--- config.mk ---
export PLATFORM = sky130hd
export DESIGN_NAME = drive_speed_voltage_command
export DESIGN_NICKNAME = d
export VERILOG_FILES = /design/src/common/drive_cmd_pkg.sv /design/src/hdl/drive_speed_voltage_command.sv
export SDC_FILE = /design/constraint.sdc
export NUM_CORES = 2
export LEC_CHECK = 0
export CORE_AREA = 2 2 545 547
export DETAILED_ROUTE_END_ITERATION = 10
export DIE_AREA = 0 0 547 549
export DONT_BUFFER_PORTS = 1
export GPL_TIMING_DRIVEN = 0
export SETUP_SLACK_MARGIN = 0.5
export SLEW_MARGIN = 20
export SYNTH_ARGS = -nofsm -noshare
export SYNTH_HDL_FRONTEND = slang
export SYNTH_SLANG_ARGS = --single-unit
--- constraint.sdc ---
create_clock -name aclk -period 211.4 [get_ports aclk]
set_clock_uncertainty 0.05 [all_clocks]
set_input_delay 21.14 -clock aclk [delete_from_list [all_inputs] [get_ports aclk]]
set_output_delay 21.14 -clock aclk [all_outputs]
set_load 0.02 [all_outputs]
--- src/common/drive_cmd_pkg.sv ---
// constants, register map and defaults for the speed and voltage command block
package drive_cmd_pkg;
  // ----------------------------------------------------------------
  // timing
  // ----------------------------------------------------------------
  localparam int unsigned CLK_HZ = 40_000_000;
  localparam int unsigned OL_TICK_US = 1000;
  localparam int unsigned OL_TICK_CYC = CLK_HZ / 1_000_000 * OL_TICK_US;
  localparam int unsigned OL_TIME_S = 60;
  localparam int unsigned OL_TICKS = OL_TIME_S * 1_000_000 / OL_TICK_US;
  localparam int unsigned DEBOUNCE_US = 5000;
  localparam int unsigned DEBOUNCE_CYC = CLK_HZ / 1_000_000 * DEBOUNCE_US;
  localparam int unsigned RAMP_US = 10;
  localparam int unsigned RAMP_CYC = CLK_HZ / 1_000_000 * RAMP_US;
  // ----------------------------------------------------------------
  // register indices, byte address is four times the index
  // ----------------------------------------------------------------
  localparam int unsigned ADDR_W = 7;
  localparam logic [4:0] IDX_CTRL = 5'h00;
  localparam logic [4:0] IDX_SPEED_REF = 5'h01;
  localparam logic [4:0] IDX_MIN_FREQ = 5'h02;
  localparam logic [4:0] IDX_MAX_FREQ = 5'h03;
  localparam logic [4:0] IDX_CLIM = 5'h04;
  localparam logic [4:0] IDX_MOTOR_OL = 5'h05;
  localparam logic [4:0] IDX_BASE = 5'h06;
  localparam logic [4:0] IDX_FIX_BOOST = 5'h07;
  localparam logic [4:0] IDX_ACC_BOOST = 5'h08;
  localparam logic [4:0] IDX_SLIP = 5'h09;
  localparam logic [4:0] IDX_PRESET1 = 5'h0a;
  localparam logic [4:0] IDX_PRESET6 = 5'h0f;
  localparam logic [4:0] IDX_PRESET7 = 5'h10;
  localparam logic [4:0] IDX_SKIP_BW = 5'h11;
  localparam logic [4:0] IDX_SCALE = 5'h12;
  localparam logic [4:0] IDX_OUT_FREQ = 5'h13;
  localparam logic [4:0] IDX_VOLT = 5'h14;
  localparam logic [4:0] IDX_DISP = 5'h15;
  localparam logic [4:0] IDX_STATUS = 5'h16;
  localparam int unsigned NUM_SET = 19;
  // ctrl bits
  localparam int unsigned CTRL_RUN = 0;
  localparam int unsigned CTRL_LINE_HIGH = 1;
  localparam int unsigned CTRL_PFN = 2;
  localparam int unsigned CTRL_DEFAULTS = 8;
  localparam int unsigned CTRL_FAULT_CLR = 9;
  // ----------------------------------------------------------------
  // limits in tenths of a unit, then the fault and response codes
  // ----------------------------------------------------------------
  localparam logic [15:0] CLIM_CAP_HIGH = 16'h0708;
  localparam logic [15:0] CLIM_CAP_LOW = 16'h05dc;
  localparam logic [15:0] PCT_100 = 16'h03e8;
  localparam logic [15:0] PCT_OL = 16'h05dc;
  localparam logic [15:0] FULL_VOLT = 16'h03e8;
  localparam logic [31:0] DISP_FREQ_REF = 32'h0000_0258;
  localparam logic [31:0] DISP_MAX = 32'h0001_0000;
  localparam logic [15:0] SCALE_MAX = 16'hfde8;
  localparam logic [7:0] OVERLOAD_FAULT_CODE = 8'h0f;
  localparam logic [1:0] RESP_OKAY = 2'h0;
  localparam logic [1:0] RESP_SLVERR = 2'h2;

  // factory defaults of the settings store
  function automatic logic [15:0] set_default(input logic [4:0] idx);
    unique case (idx)
      IDX_MAX_FREQ: set_default = 16'h0258;
      IDX_CLIM: set_default = 16'h05dc;
      IDX_MOTOR_OL: set_default = 16'h03e8;
      IDX_BASE: set_default = 16'h0258;
      IDX_FIX_BOOST: set_default = 16'h000a;
      IDX_SCALE: set_default = 16'h0258;
      default: set_default = 16'h0000;
    endcase
  endfunction : set_default
endpackage : drive_cmd_pkg

--- src/hdl/drive_speed_voltage_command.sv ---
// speed reference, skip, fold-back, overload, V/Hz and display logic
`timescale 1ns/100ps
// Operation
// - current limit capped at 180% on high line, 150% on low line
// - output current above limit lowers the commanded frequency
// - once current is back under limit, ramp back to setpoint
// - overload timer, 150% for one minute scaled, trips with fault code
// - full voltage at base frequency, proportional to frequency below it
// - base frequency change takes effect only once stopped
// - below half base frequency add the fixed boost voltage
// - factory defaults load fixed boost of 1.0 percent
// - acceleration boost added while accelerating, removed at setpoint
// - slip compensation raises frequency with load
// - three preset inputs form binary code, codes 1 to 7 pick presets
// - inputs assigned another function count as open
// - presets skip the minimum clamp, limited to 0 Hz to maximum
// - skip bands enabled by nonzero bandwidth, presets 6 and 7 as edges
// - band spans skip frequency to skip plus bandwidth, no steady running
// - from below, hold at band bottom until command reaches band top
// - from above, hold at band top until command below bottom
// - presets 6 and 7 selectable as running speeds when approached from below
// - display equals scaling times frequency over 60 Hz, clamped
// - display flashes out of range when scaled value is too large
// - non-preset reference clamped between minimum and maximum
module drive_speed_voltage_command #(
  parameter int unsigned OL_TICK_CYC = drive_cmd_pkg::OL_TICK_CYC,
  parameter int unsigned DEBOUNCE_CYC = drive_cmd_pkg::DEBOUNCE_CYC,
  parameter int unsigned RAMP_CYC = drive_cmd_pkg::RAMP_CYC
) (
  input wire logic aclk,
  input wire logic aresetn,
  input wire logic [6:0] s_axi_awaddr,
  input wire logic [2:0] s_axi_awprot,
  input wire logic s_axi_awvalid,
  output logic s_axi_awready,
  input wire logic [31:0] s_axi_wdata,
  input wire logic [3:0] s_axi_wstrb,
  input wire logic s_axi_wvalid,
  output logic s_axi_wready,
  output logic [1:0] s_axi_bresp,
  output logic s_axi_bvalid,
  input wire logic s_axi_bready,
  input wire logic [6:0] s_axi_araddr,
  input wire logic [2:0] s_axi_arprot,
  input wire logic s_axi_arvalid,
  output logic s_axi_arready,
  output logic [31:0] s_axi_rdata,
  output logic [1:0] s_axi_rresp,
  output logic s_axi_rvalid,
  input wire logic s_axi_rready,
  input wire logic preset_select_in0,
  input wire logic preset_select_in1,
  input wire logic preset_select_in2,
  input wire logic [15:0] output_current,
  output logic [15:0] output_freq,
  output logic [15:0] voltage_cmd,
  output logic [15:0] display_value,
  output logic display_flash,
  output logic overload_fault,
  output logic [7:0] overload_fault_code,
  output logic current_limit_active
);
  // ----------------------------------------------------------------
  // register bus
  // ----------------------------------------------------------------
  logic [15:0] set_q [drive_cmd_pkg::NUM_SET];
  logic [9:0] ctrl_q;
  logic s_axi_awready_q, s_axi_bvalid_q, s_axi_arready_q, s_axi_rvalid_q;
  logic [1:0] s_axi_bresp_q, s_axi_rresp_q;
  logic [31:0] s_axi_rdata_q;
  logic [15:0] output_freq_q, voltage_cmd_q, display_value_q;
  logic wr_go, rd_go;
  logic [4:0] wr_idx, rd_idx;
  logic [31:0] status_w;
  logic [31:0] rd_val;

  assign wr_go = s_axi_awvalid && s_axi_wvalid && !s_axi_awready_q
                 && !s_axi_bvalid_q;
  assign rd_go = s_axi_arvalid && !s_axi_arready_q && !s_axi_rvalid_q;
  assign wr_idx = s_axi_awaddr[6:2];
  assign rd_idx = s_axi_araddr[6:2];

  // address and data are taken together, so either arrival order works
  always_ff @(posedge aclk) begin
    if (!aresetn) begin
      s_axi_awready_q <= 1'b0;
      s_axi_bvalid_q <= 1'b0;
      s_axi_bresp_q <= drive_cmd_pkg::RESP_OKAY;
    end else begin
      s_axi_awready_q <= wr_go;
      if (wr_go) begin
        s_axi_bvalid_q <= 1'b1;
        s_axi_bresp_q <= (wr_idx > drive_cmd_pkg::IDX_STATUS) ?
                         drive_cmd_pkg::RESP_SLVERR : drive_cmd_pkg::RESP_OKAY;
      end else if (s_axi_bready) begin
        s_axi_bvalid_q <= 1'b0;
      end
    end
  end

  always_comb begin
    rd_val = 32'h0000_0000;
    if (rd_idx == drive_cmd_pkg::IDX_CTRL) begin
      rd_val[9:0] = ctrl_q;
    end else if (rd_idx < drive_cmd_pkg::IDX_OUT_FREQ) begin
      rd_val[15:0] = set_q[rd_idx];
    end else if (rd_idx == drive_cmd_pkg::IDX_OUT_FREQ) begin
      rd_val[15:0] = output_freq_q;
    end else if (rd_idx == drive_cmd_pkg::IDX_VOLT) begin
      rd_val[15:0] = voltage_cmd_q;
    end else if (rd_idx == drive_cmd_pkg::IDX_DISP) begin
      rd_val[15:0] = display_value_q;
    end else if (rd_idx == drive_cmd_pkg::IDX_STATUS) begin
      rd_val = status_w;
    end
  end

  always_ff @(posedge aclk) begin
    if (!aresetn) begin
      s_axi_arready_q <= 1'b0;
      s_axi_rvalid_q <= 1'b0;
      s_axi_rdata_q <= 32'h0000_0000;
      s_axi_rresp_q <= drive_cmd_pkg::RESP_OKAY;
    end else begin
      s_axi_arready_q <= rd_go;
      if (rd_go) begin
        s_axi_rvalid_q <= 1'b1;
        s_axi_rdata_q <= rd_val;
        s_axi_rresp_q <= (rd_idx > drive_cmd_pkg::IDX_STATUS) ?
                         drive_cmd_pkg::RESP_SLVERR : drive_cmd_pkg::RESP_OKAY;
      end else if (s_axi_rready) begin
        s_axi_rvalid_q <= 1'b0;
      end
    end
  end

  // settings store; the defaults bit reloads every setting
  logic load_def;
  assign load_def = wr_go && wr_idx == drive_cmd_pkg::IDX_CTRL
                    && s_axi_wstrb[1] && s_axi_wdata[drive_cmd_pkg::CTRL_DEFAULTS];

  always_ff @(posedge aclk) begin
    if (!aresetn) begin
      ctrl_q <= 10'h000;
    end else if (wr_go && wr_idx == drive_cmd_pkg::IDX_CTRL) begin
      if (s_axi_wstrb[0]) ctrl_q[7:0] <= s_axi_wdata[7:0];
      ctrl_q[9:8] <= 2'h0;
    end else begin
      ctrl_q[9:8] <= 2'h0;
    end
  end

  for (genvar i = 0; i < drive_cmd_pkg::NUM_SET; i++) begin : g_set
    always_ff @(posedge aclk) begin
      if (!aresetn || load_def) begin
        set_q[i] <= drive_cmd_pkg::set_default(5'(i));
      end else if (wr_go && wr_idx == 5'(i) && i != 0) begin
        if (s_axi_wstrb[0]) set_q[i][7:0] <= s_axi_wdata[7:0];
        if (s_axi_wstrb[1]) set_q[i][15:8] <= s_axi_wdata[15:8];
      end
    end
  end

  // ----------------------------------------------------------------
  // preset inputs, synchronise and debounce
  // ----------------------------------------------------------------
  logic [2:0] pin_w, sync1_q, sync2_q, deb_q;
  assign pin_w = {preset_select_in2, preset_select_in1, preset_select_in0};

  always_ff @(posedge aclk) begin
    if (!aresetn) begin
      sync1_q <= 3'h0;
      sync2_q <= 3'h0;
    end else begin
      sync1_q <= pin_w;
      sync2_q <= sync1_q;
    end
  end

  for (genvar b = 0; b < 3; b++) begin : g_deb
    logic [31:0] cnt_q;
    always_ff @(posedge aclk) begin
      if (!aresetn) begin
        cnt_q <= 32'h0000_0000;
        deb_q[b] <= 1'b0;
      end else if (sync2_q[b] == deb_q[b]) begin
        cnt_q <= 32'h0000_0000;
      end else if (cnt_q >= DEBOUNCE_CYC - 1) begin
        cnt_q <= 32'h0000_0000;
        deb_q[b] <= sync2_q[b];
      end else begin
        cnt_q <= cnt_q + 32'h0000_0001;
      end
    end
  end

  // ----------------------------------------------------------------
  // speed target
  // ----------------------------------------------------------------
  logic [2:0] code;
  logic [15:0] fmin, fmax, pre, ref_cl, target, skip_bw, ramp_q;
  logic [16:0] top6, top7;
  logic run, fault_q;

  assign code = deb_q & ctrl_q[drive_cmd_pkg::CTRL_PFN +: 3];
  assign fmin = set_q[drive_cmd_pkg::IDX_MIN_FREQ];
  assign fmax = set_q[drive_cmd_pkg::IDX_MAX_FREQ];
  assign skip_bw = set_q[drive_cmd_pkg::IDX_SKIP_BW];
  assign pre = set_q[drive_cmd_pkg::IDX_PRESET1 + 5'(code) - 5'h01];
  assign run = ctrl_q[drive_cmd_pkg::CTRL_RUN] && !fault_q;
  assign top6 = {1'b0, set_q[drive_cmd_pkg::IDX_PRESET6]} + {1'b0, skip_bw};
  assign top7 = {1'b0, set_q[drive_cmd_pkg::IDX_PRESET7]} + {1'b0, skip_bw};

  // hold the edge on the side the ramp is on; crossing once past it
  function automatic logic [15:0] skip(input logic [15:0] t,
                                       input logic [15:0] lo,
                                       input logic [16:0] hi,
                                       input logic [15:0] now);
    skip = t;
    if ({1'b0, t} >= {1'b0, lo} && {1'b0, t} < hi) begin
      skip = (now <= lo) ? lo : hi[15:0];
    end
  endfunction : skip

  always_comb begin
    ref_cl = set_q[drive_cmd_pkg::IDX_SPEED_REF];
    if (ref_cl < fmin) ref_cl = fmin;
    if (ref_cl > fmax) ref_cl = fmax;
    if (code != 3'h0) ref_cl = (pre > fmax) ? fmax : pre;
    if (skip_bw != 16'h0000) begin
      ref_cl = skip(ref_cl, set_q[drive_cmd_pkg::IDX_PRESET6], top6, ramp_q);
      ref_cl = skip(ref_cl, set_q[drive_cmd_pkg::IDX_PRESET7], top7, ramp_q);
    end
    target = run ? ref_cl : 16'h0000;
  end

  // ----------------------------------------------------------------
  // ramp with current fold-back
  // ----------------------------------------------------------------
  logic [15:0] clim_eff;
  logic over, accel_q;
  logic [31:0] rcnt_q;
  logic rtick;

  always_comb begin
    clim_eff = set_q[drive_cmd_pkg::IDX_CLIM];
    if (ctrl_q[drive_cmd_pkg::CTRL_LINE_HIGH]) begin
      if (clim_eff > drive_cmd_pkg::CLIM_CAP_HIGH) begin
        clim_eff = drive_cmd_pkg::CLIM_CAP_HIGH;
      end
    end else if (clim_eff > drive_cmd_pkg::CLIM_CAP_LOW) begin
      clim_eff = drive_cmd_pkg::CLIM_CAP_LOW;
    end
  end

  assign over = output_current > clim_eff;
  assign rtick = rcnt_q >= RAMP_CYC - 1;

  always_ff @(posedge aclk) begin
    if (!aresetn) begin
      rcnt_q <= 32'h0000_0000;
      ramp_q <= 16'h0000;
      accel_q <= 1'b0;
    end else begin
      rcnt_q <= rtick ? 32'h0000_0000 : rcnt_q + 32'h0000_0001;
      accel_q <= ramp_q < target && !over;
      if (rtick) begin
        if (over && ramp_q != 16'h0000) begin
          ramp_q <= ramp_q - 16'h0001;
        end else if (ramp_q < target) begin
          ramp_q <= ramp_q + 16'h0001;
        end else if (ramp_q > target) begin
          ramp_q <= ramp_q - 16'h0001;
        end
      end
    end
  end

  // ----------------------------------------------------------------
  // overload timer, budget is the area of the excess of 150% of setting over the setting, for a minute
  // ----------------------------------------------------------------
  logic [15:0] mol;
  logic [31:0] ocnt_q, ol_acc_q, budget;
  logic otick;
  assign mol = set_q[drive_cmd_pkg::IDX_MOTOR_OL];
  assign budget = 32'(({16'h0000, mol} * 32'(drive_cmd_pkg::PCT_OL
                  - drive_cmd_pkg::PCT_100)) / 32'(drive_cmd_pkg::PCT_100)
                  * drive_cmd_pkg::OL_TICKS);
  assign otick = ocnt_q >= OL_TICK_CYC - 1;

  always_ff @(posedge aclk) begin
    if (!aresetn) begin
      ocnt_q <= 32'h0000_0000;
      ol_acc_q <= 32'h0000_0000;
    end else begin
      ocnt_q <= otick ? 32'h0000_0000 : ocnt_q + 32'h0000_0001;
      if (otick) begin
        if (output_current > mol) begin
          ol_acc_q <= ol_acc_q + 32'(output_current - mol);
        end else if (ol_acc_q > 32'(mol - output_current)) begin
          ol_acc_q <= ol_acc_q - 32'(mol - output_current);
        end else begin
          ol_acc_q <= 32'h0000_0000;
        end
      end
    end
  end

  logic [7:0] fault_code_q;

  // a trip in the same cycle as a clear keeps the fault
  always_ff @(posedge aclk) begin
    if (!aresetn) begin
      fault_q <= 1'b0;
      fault_code_q <= 8'h00;
    end else if (ol_acc_q >= budget && budget != 32'h0000_0000) begin
      fault_q <= 1'b1;
      fault_code_q <= drive_cmd_pkg::OVERLOAD_FAULT_CODE;
    end else if (wr_go && wr_idx == drive_cmd_pkg::IDX_CTRL && s_axi_wstrb[1]
                 && s_axi_wdata[drive_cmd_pkg::CTRL_FAULT_CLR]) begin
      fault_q <= 1'b0;
      fault_code_q <= 8'h00;
    end
  end

  // ----------------------------------------------------------------
  // output frequency, voltage and display
  // ----------------------------------------------------------------
  logic [15:0] base_q, fout, vcmd;
  logic [31:0] slip_add, vlin, disp;

  // a new base frequency is taken only while stopped
  always_ff @(posedge aclk) begin
    if (!aresetn) begin
      base_q <= drive_cmd_pkg::set_default(drive_cmd_pkg::IDX_BASE);
    end else if (ramp_q == 16'h0000 && !run) begin
      base_q <= set_q[drive_cmd_pkg::IDX_BASE];
    end
  end

  assign slip_add = {16'h0000, set_q[drive_cmd_pkg::IDX_SLIP]}
                    * {16'h0000, output_current}
                    / {16'h0000, drive_cmd_pkg::PCT_100};

  always_comb begin
    fout = ramp_q;
    if (ramp_q != 16'h0000) begin
      fout = 16'(ramp_q + slip_add[15:0]);
    end
    vlin = {16'h0000, fout} * {16'h0000, drive_cmd_pkg::FULL_VOLT};
    if (base_q == 16'h0000 || fout >= base_q) begin
      vcmd = drive_cmd_pkg::FULL_VOLT;
    end else begin
      vcmd = 16'(vlin / {16'h0000, base_q});
    end
    if (fout < (base_q >> 1)) begin
      vcmd = 16'(vcmd + set_q[drive_cmd_pkg::IDX_FIX_BOOST]);
    end
    if (accel_q) begin
      vcmd = 16'(vcmd + set_q[drive_cmd_pkg::IDX_ACC_BOOST]);
    end
  end

  logic [15:0] scale;
  assign scale = (set_q[drive_cmd_pkg::IDX_SCALE] > drive_cmd_pkg::SCALE_MAX)
                 ? drive_cmd_pkg::SCALE_MAX : set_q[drive_cmd_pkg::IDX_SCALE];
  assign disp = {16'h0000, scale} * {16'h0000, fout}
                / drive_cmd_pkg::DISP_FREQ_REF;

  logic display_flash_q, clim_act_q;

  always_ff @(posedge aclk) begin
    if (!aresetn) begin
      output_freq_q <= 16'h0000;
      voltage_cmd_q <= 16'h0000;
      display_value_q <= 16'h0000;
      display_flash_q <= 1'b0;
      clim_act_q <= 1'b0;
    end else begin
      output_freq_q <= fout;
      voltage_cmd_q <= (fout == 16'h0000) ? 16'h0000 : vcmd;
      display_flash_q <= disp > drive_cmd_pkg::DISP_MAX;
      display_value_q <= (disp > 32'h0000_ffff) ? 16'hffff : disp[15:0];
      clim_act_q <= over;
    end
  end

  assign status_w = {26'h0, display_flash_q, accel_q, clim_act_q, fault_q,
                     code != 3'h0, run};
  assign s_axi_awready = s_axi_awready_q;
  assign s_axi_wready = s_axi_awready_q;
  assign s_axi_bvalid = s_axi_bvalid_q;
  assign s_axi_bresp = s_axi_bresp_q;
  assign s_axi_arready = s_axi_arready_q;
  assign s_axi_rvalid = s_axi_rvalid_q;
  assign s_axi_rdata = s_axi_rdata_q;
  assign s_axi_rresp = s_axi_rresp_q;
  assign output_freq = output_freq_q;
  assign voltage_cmd = voltage_cmd_q;
  assign display_value = display_value_q;
  assign display_flash = display_flash_q;
  assign overload_fault = fault_q;
  assign overload_fault_code = fault_code_q;
  assign current_limit_active = clim_act_q;
endmodule : drive_speed_voltage_command
Word level (Yosys, flattened, before mapping)
Memory sizes are Yosys's and may differ from the RTL's. A register that Yosys moved wholly into a read port is not among the register bits.
Cells that the tools add are included.
{"block": "op_classes", "add_sub_neg": 18, "multipliers": 5, "div": 4, "n_lt_le_gt_ge": 30, "eq_ne": 25, "mux": 192, "bitwise": 41, "n_reduce_logical": 69}
{"op": "two-way mux 16 bit", "count": 29}
{"op": "two-way mux 8 bit", "count": 36}
{"op": "adder 32 x 1 -> 32 bit, second input constant", "count": 5}
{"op": "two-way mux 1 bit", "count": 118}
{"op": ">= comparator 32 x 18 -> 1 bit, second input constant", "count": 3}
{"op": "> comparator 16 bit", "count": 5}
{"op": "divider 32 x 10 -> 32 bit, second input constant", "count": 2}
{"op": "multiplier 16 x 16 -> 32 bit", "count": 2}
{"op": "two-way mux 32 bit", "count": 2}
{"op": "adder 16 bit", "count": 3}
{"op": ">= comparator 16 bit", "count": 3}
{"op": "zero test 16 bit", "count": 3}
{"op": "multiplier 16 x 7 -> 23 bit, second input constant", "count": 2}
{"op": "equality test 5 x 4 -> 1 bit, second input constant", "count": 8}
{"op": "OR 1 bit", "count": 36}
{"op": "equality test 5 bit, second input constant", "count": 7}
{"op": "adder 16 x 16 -> 17 bit", "count": 2}
{"op": "logical AND 1 bit", "count": 34}
{"op": "< comparator 16 x 17 -> 1 bit", "count": 2}
{"op": "subtractor 16 x 16 -> 17 bit", "count": 2}
{"op": "adder 32 bit", "count": 1}
{"op": "divider 25 x 10 -> 32 bit, second input constant", "count": 1}
{"op": "divider 26 x 16 -> 32 bit", "count": 1}
{"op": ">= comparator 32 x 16 -> 1 bit, second input constant", "count": 1}
{"op": "other kinds (39)", "count": 76}
{"block": "totals", "register_bits": 323, "mem_bits_rw": 304, "in_bits": 82, "out_inout_bits": 100, "memories": 1}
{"name": "set_q", "words": 19, "width": 16, "rd": 15, "rd_ports_with_merged_regs": 1, "wr": 19, "line_no": "drive_speed_voltage_command.sv:66", "text": "logic [15:0] set_q [drive_cmd_pkg::NUM_SET];"}

Logic depth before layout (Yosys ltp)
An unclocked memory read counts as a cell.
{"block": "logic_depth", "ltp_word": 20, "depth_mapped": 688, "ltp_nobuf": 638}

Worst setup path after synthesis
Ideal clock, no wire load.
{"block": "synth_timing", "kind": "in2reg", "from": "in output_current[6]", "to": "reg voltage_cmd_q[15], in the netlist voltage_cmd[15]", "setup_time_ns": 0.070, "arrival_ns": 151.091, "t_required_ns": 211.280, "path_slack_ns": 60.189, "path_stages": 661, "path_buffers": 49, "path_cell_list": "buf_1 and2_1 fa_1 inv_1 fa_1 fa_1 fa_1 inv_1 fa_1 fa_1 ha_1 a21oi_1 nor2b_1 nor2_1 o21ai_1 o41ai_2 a211oi_1 or3b_1 [... 625 more ...] a21o_1 a21o_1 a21oi_1 o21bai_1 a21oi_1 o21bai_1 a21oi_1 o21bai_1 a21oi_1 o21bai_1 a21oi_1 o21bai_1 a21oi_1 xnor2_1 nand2_1 xor2_1 or3_1 a21oi_1"}
{"block": "synth_via", "elab_chain_cells": 11, "word_cells_on_any_way": 16, "classes_between": "add/sub (3); mul (2); div (2); order compare (2); mux (4); reduce/logical (3)"}
{"element": "start, declared", "line_no": "drive_speed_voltage_command.sv:54", "text": "input wire logic [15:0] output_current,"}
{"element": "multiplier 16 x 16 -> 32 bit (*)", "line_no": "drive_speed_voltage_command.sv:342", "text": "* {16'h0000, output_current}"}
{"element": "divider 32 x 10 -> 32 bit (*)", "line_no": "drive_speed_voltage_command.sv:343", "text": "/ {16'h0000, drive_cmd_pkg::PCT_100};"}
{"element": "adder 16 bit (*)", "line_no": "drive_speed_voltage_command.sv:348", "text": "fout = 16'(ramp_q + slip_add[15:0]);"}
{"element": "two-way mux 16 bit (*)", "line_no": "drive_speed_voltage_command.sv:347", "text": "if (ramp_q != 16'h0000) begin"}
{"element": "named net fout[12]", "line_no": "drive_speed_voltage_command.sv:329", "text": "logic [15:0] base_q, fout, vcmd;"}
{"element": "multiplier 16 x 7 -> 23 bit or >= comparator 16 bit (tied branches)", "line_no": "drive_speed_voltage_command.sv:350, drive_speed_voltage_command.sv:351"}
{"element": "divider 26 x 16 -> 32 bit or logical OR 1 bit (tied branches)", "line_no": "drive_speed_voltage_command.sv:354, drive_speed_voltage_command.sv:351"}
{"element": "two-way mux 16 bit", "line_no": "drive_speed_voltage_command.sv:351", "text": "if (base_q == 16'h0000 || fout >= base_q) begin"}
{"element": "adder 16 bit", "line_no": "drive_speed_voltage_command.sv:357", "text": "vcmd = 16'(vcmd + set_q[drive_cmd_pkg::IDX_FIX_BOOST]);"}
{"element": "two-way mux 16 bit", "line_no": "drive_speed_voltage_command.sv:356", "text": "if (fout < (base_q >> 1)) begin"}
{"element": "adder 16 bit", "line_no": "drive_speed_voltage_command.sv:360", "text": "vcmd = 16'(vcmd + set_q[drive_cmd_pkg::IDX_ACC_BOOST]);"}
{"element": "two-way mux 16 bit", "line_no": "drive_speed_voltage_command.sv:359", "text": "if (accel_q) begin"}
{"element": "end signal, assigned", "line_no": "drive_speed_voltage_command.sv:381", "text": "voltage_cmd_q <= (fout == 16'h0000) ? 16'h0000 : vcmd;"}
{"element": "end, declared", "line_no": "drive_speed_voltage_command.sv:71", "text": "logic [15:0] output_freq_q, voltage_cmd_q, display_value_q;"}
Mark *: on every way through the listed nets, which the timed path passes. The rest lies on a longest branch.
A chain may end at the register's enable or synchronous reset.

Worst setup path in the final report
{"block": "layout_timing", "from": "in output_current[12]", "to": "reg voltage_cmd_q[15], in the netlist voltage_cmd[15]"}
The elaborated chain is that of the path after synthesis.

==> metrics.md <==
| Metric | Value |
|---|---|
| Leading post-synthesis cells by cell area | `ha_1 15%, fa_1 11%, edfxtp_1 8.4%, dfxtp_1 6.1%, nand2_1 4.2%` |
| GRT Overall Usage | `0.225` |
| Worst Hold Class | `reg -> reg` |
| Post-layout nets | `14600` |
| Root buffer cell | `clkbuf_16` |
| Global route total overflow | `0` |
| Drt first-iter violations | `8128` |
| Crit Path Max Fanout | `14` |
| Startpoint types | `primary input` |
| Share of the synthesized area in the top cell type | `0.146` |
| Number of routed nets with antenna violations | `0` |
| Slowest cell on crit path | `o41ai_1` |
| Placed Cells | `16600` |
| Fill count | `30500` |
| Final period utilization | `0.845` |
| Setup TNS | `0 ps` |
| DRC Markers | `0` |
| Post-layout util | `0.376` |
| Reg2reg path depth | `658` |
| Vias | `94800` |
| Relative slew slack | `0.168` |
| # resized after CTS | `0` |
| DR pass1 iterations | `6` |
| Arrival time at the worst endpoint | `179110 ps` |
| Final Hold Vio Count | `0` |
| Total Wirelength | `349 mm` |
| Post-synth EDFFs | `288` |
| Htree depth | `3` |
| Max-Cap Viols | `0` |
| DP HPWL | `285 mm` |
| Critical Path RT | `211940 ps` |
| Initial Utilization | `0.348` |
| Status | `complete, no violations` |
| Hold buffers post-CTS | `0` |
| Post-synth ARST share | `0` |
| Via/cell ratio | `5.66` |
| Worst slew pin tran | `1210 ps` |
| Largest net degree at the start of global routing | `24` |
| Area Growth Syn to Fin | `7.99%` |
| Peak Freq | `5.60 MHz` |
| Post-Synthesis Cell Area | `103000 um^2` |
| CP peak stage delay | `910 ps` |
| Min cycle time layout | `178580 ps` |
| Delay-heaviest family, CP | `compound AO/OA/AOI/OAI gates` |
| Worst skew pair latency | `690 ps` |
| Post-CTS Setup Repair Bufs | `0` |
| Post-route insts no fill | `16700` |
| Core Box Area | `295000 um^2` |
| I/O Buffers | `0` |
| Levels on crit path | `657` |
| Clk buf depth | `3` |
| Clk sinks | `603` |
| Avg Inst Size Synth | `8.20 um^2` |
| CTS buffer count | `69` |
| Post-synthesis cell count | `12500` |
| DIE WIDTH | `547 um` |
| Final setup viols | `0` |
| Cell taking the most area after synthesis | `ha_1` |
| Final Max Slew Viols | `0` |
| Seq cells post-synth | `603` |
| Cell mode on critical path | `o21a_1` |
| CTS tree | `yes` |
| Endpoint type of the worst setup path | `flip-flop` |
| Placement Cell Area | `108000 um^2` |
| Critical path buffer and inverter count | `66` |
| First-pass GRT wire length | `533 mm` |
| WHS Path Cells | `1` |
| Die Y | `549 um` |
| Ys flop type | `dfxtp_1` |
| Final GP Congestion | `1.01` |
| Crit Path Class | `in -> reg` |
| Yosys cell types | `158` |
| Row count | `200` |
| Yosys warns | `0` |
| Clk slew on worst S/H paths | `60 ps` |
| Share of layout cells above drive strength 1 | `0.0663` |
| Vias in the first global route | `88700` |
| IO Count | `182` |
| Die ar. | `300000 um^2` |
| Per-cell routed wire length | `20.8 um` |
| Sequential-to-total area share from yosys stat | `0.146` |
| Cell area after layout | `111000 um^2` |
| RSZ-0062 raised after global routing | `false` |
| Initial antenna violation count | `19` |
-- cells by family after synthesis --
group	after synthesis	share of synthesized area
xor gates and xnor gates	632	0.0544
other	2	0.0000731
DFF	603	0.146
AOI/OAI and AO/OA	3236	0.217
muxes	500	0.0633
and+or+nand+nor	4276	0.205
buffers and inverters	1483	0.0568
adders and majority gates	1786	0.258
-- per-layer routing --
layer  global-route usage  share of wire
met3               0.0338          0.072
met4                0.111          0.059
met2                0.357           0.44
met1                0.297           0.43
met5             0.000475        0.00018
-- placed cells by master (no fill, tap or decap), types with 39 or more instances in the layout --
cell type,n
ha_1,1198
nand2_1,1143
inv_1,969
nor2_1,917
a21oi_1,701
fa_1,561
o21ai_0,546
and2_1,507
nor3_1,491
xnor2_1,450
o21a_1,370
clkbuf_1,341
dfxtp_1,315
edfxtp_1,288
a21o_1,246
nand3_1,242
mux2_2,218
mux2i_1,182
o31ai_1,175
xor2_1,175
nand2b_1,146
nor2b_1,138
nand4_1,137
and3_1,126
o21bai_1,120
o211ai_1,118
conb_1,114
or3_1,113
o21ai_1,103
mux4_2,97
a31oi_1,95
a211oi_1,90
nor4_1,87
clkbuf_16,72
or2_2,61
buf_4,52
buf_2,47
a311oi_1,40
buf_1,39
-- Yosys cell counts (88+ instances only) --
master	count
a211oi_1	90
a21o_1	246
a21oi_1	702
a31oi_1	95
and2_1	507
and3_1	126
clkbuf_1	338
dfxtp_1	315
edfxtp_1	288
fa_1	561
ha_1	1198
inv_1	985
mux2_2	218
mux2i_1	182
mux4_2	97
nand2_1	1143
nand2b_1	146
nand3_1	242
nand4_1	137
nor2_1	918
nor2b_1	138
nor3_1	491
nor4_1	88
o211ai_1	118
o21a_1	370
o21ai_0	575
o21bai_1	121
o31ai_1	176
or3_1	113
xnor2_1	450
xor2_1	175
-- final cells by class --
type / instances / area (um^2) / share of cell area
diodes: 26 / 65.1 / 0.000587
plain buffers: 480 / 2090 / 0.0188
clock buffers: 98 / 2010 / 0.0181
clock inverters: 28 / 335 / 0.00302
inverters: 1003 / 3760 / 0.0339
multi-input cells: 10500 / 82400 / 0.743
flip-flops and latches: 603 / 15000 / 0.135
well taps: 3939 / 4930 / 0.0444
repair buffers: 15 / 319 / 0.00288
-- state kept, by name, summed over array words and instances, names as in the netlist, 8 cells and up --
| signal | cells |
|---|---|
| set_q | 288 |
| g_deb.cnt_q | 96 |
| ocnt_q | 32 |
| ol_acc_q | 32 |
| rcnt_q | 32 |
| base_q | 16 |
| display_value | 16 |
| output_freq | 16 |
| ramp_q | 16 |
| s_axi_rdata | 16 |
| voltage_cmd | 16 |
| ctrl_q | 8 |
-- stage by stage --
| step | setup WS [ps] | hold slack [ps] |
|---|---|---|
| floorplan | 60190 | 362 |
| global placement | 33870 | 371 |
| detailed placement | 34050 | 372 |
| CTS | 33890 | 386 |
| global route | 19990 | 413 |
| finish | 32820 | 381 |
-- worst register-to-register path, delay by kind of cell, from the launching register on --
family,cells,cell delay (ps)
muxes,9,3580
AOI/OAI and AO/OA,425,91970
and+or+nand+nor,106,22220
DFF,1,320
adders and majority gates,43,15400
xor gates and xnor gates,8,2870
buffers and inverters,67,22260
-- worst paths after layout --
| kind | endpoint | slack, ps | startpoint |
|---|---|---|---|
| worst max register to register | voltage_cmd[15]$_SDFF_PP0_ | 52570 | set_q[9][13]$_SDFFCE_PN0P_ |
| worst min register to register | sync2_q[1]$_SDFF_PN0_ | 380 | sync1_q[1]$_SDFF_PN0_ |
| worst min-delay path | sync2_q[1]$_SDFF_PN0_ | 380 | sync1_q[1]$_SDFF_PN0_ |
| worst max-delay path | voltage_cmd[15]$_SDFF_PP0_ | 32820 | output_current[12] |
Power is not shown: default switching activity piles up to over one toggle a cycle in this logic, so the estimate is an artifact.
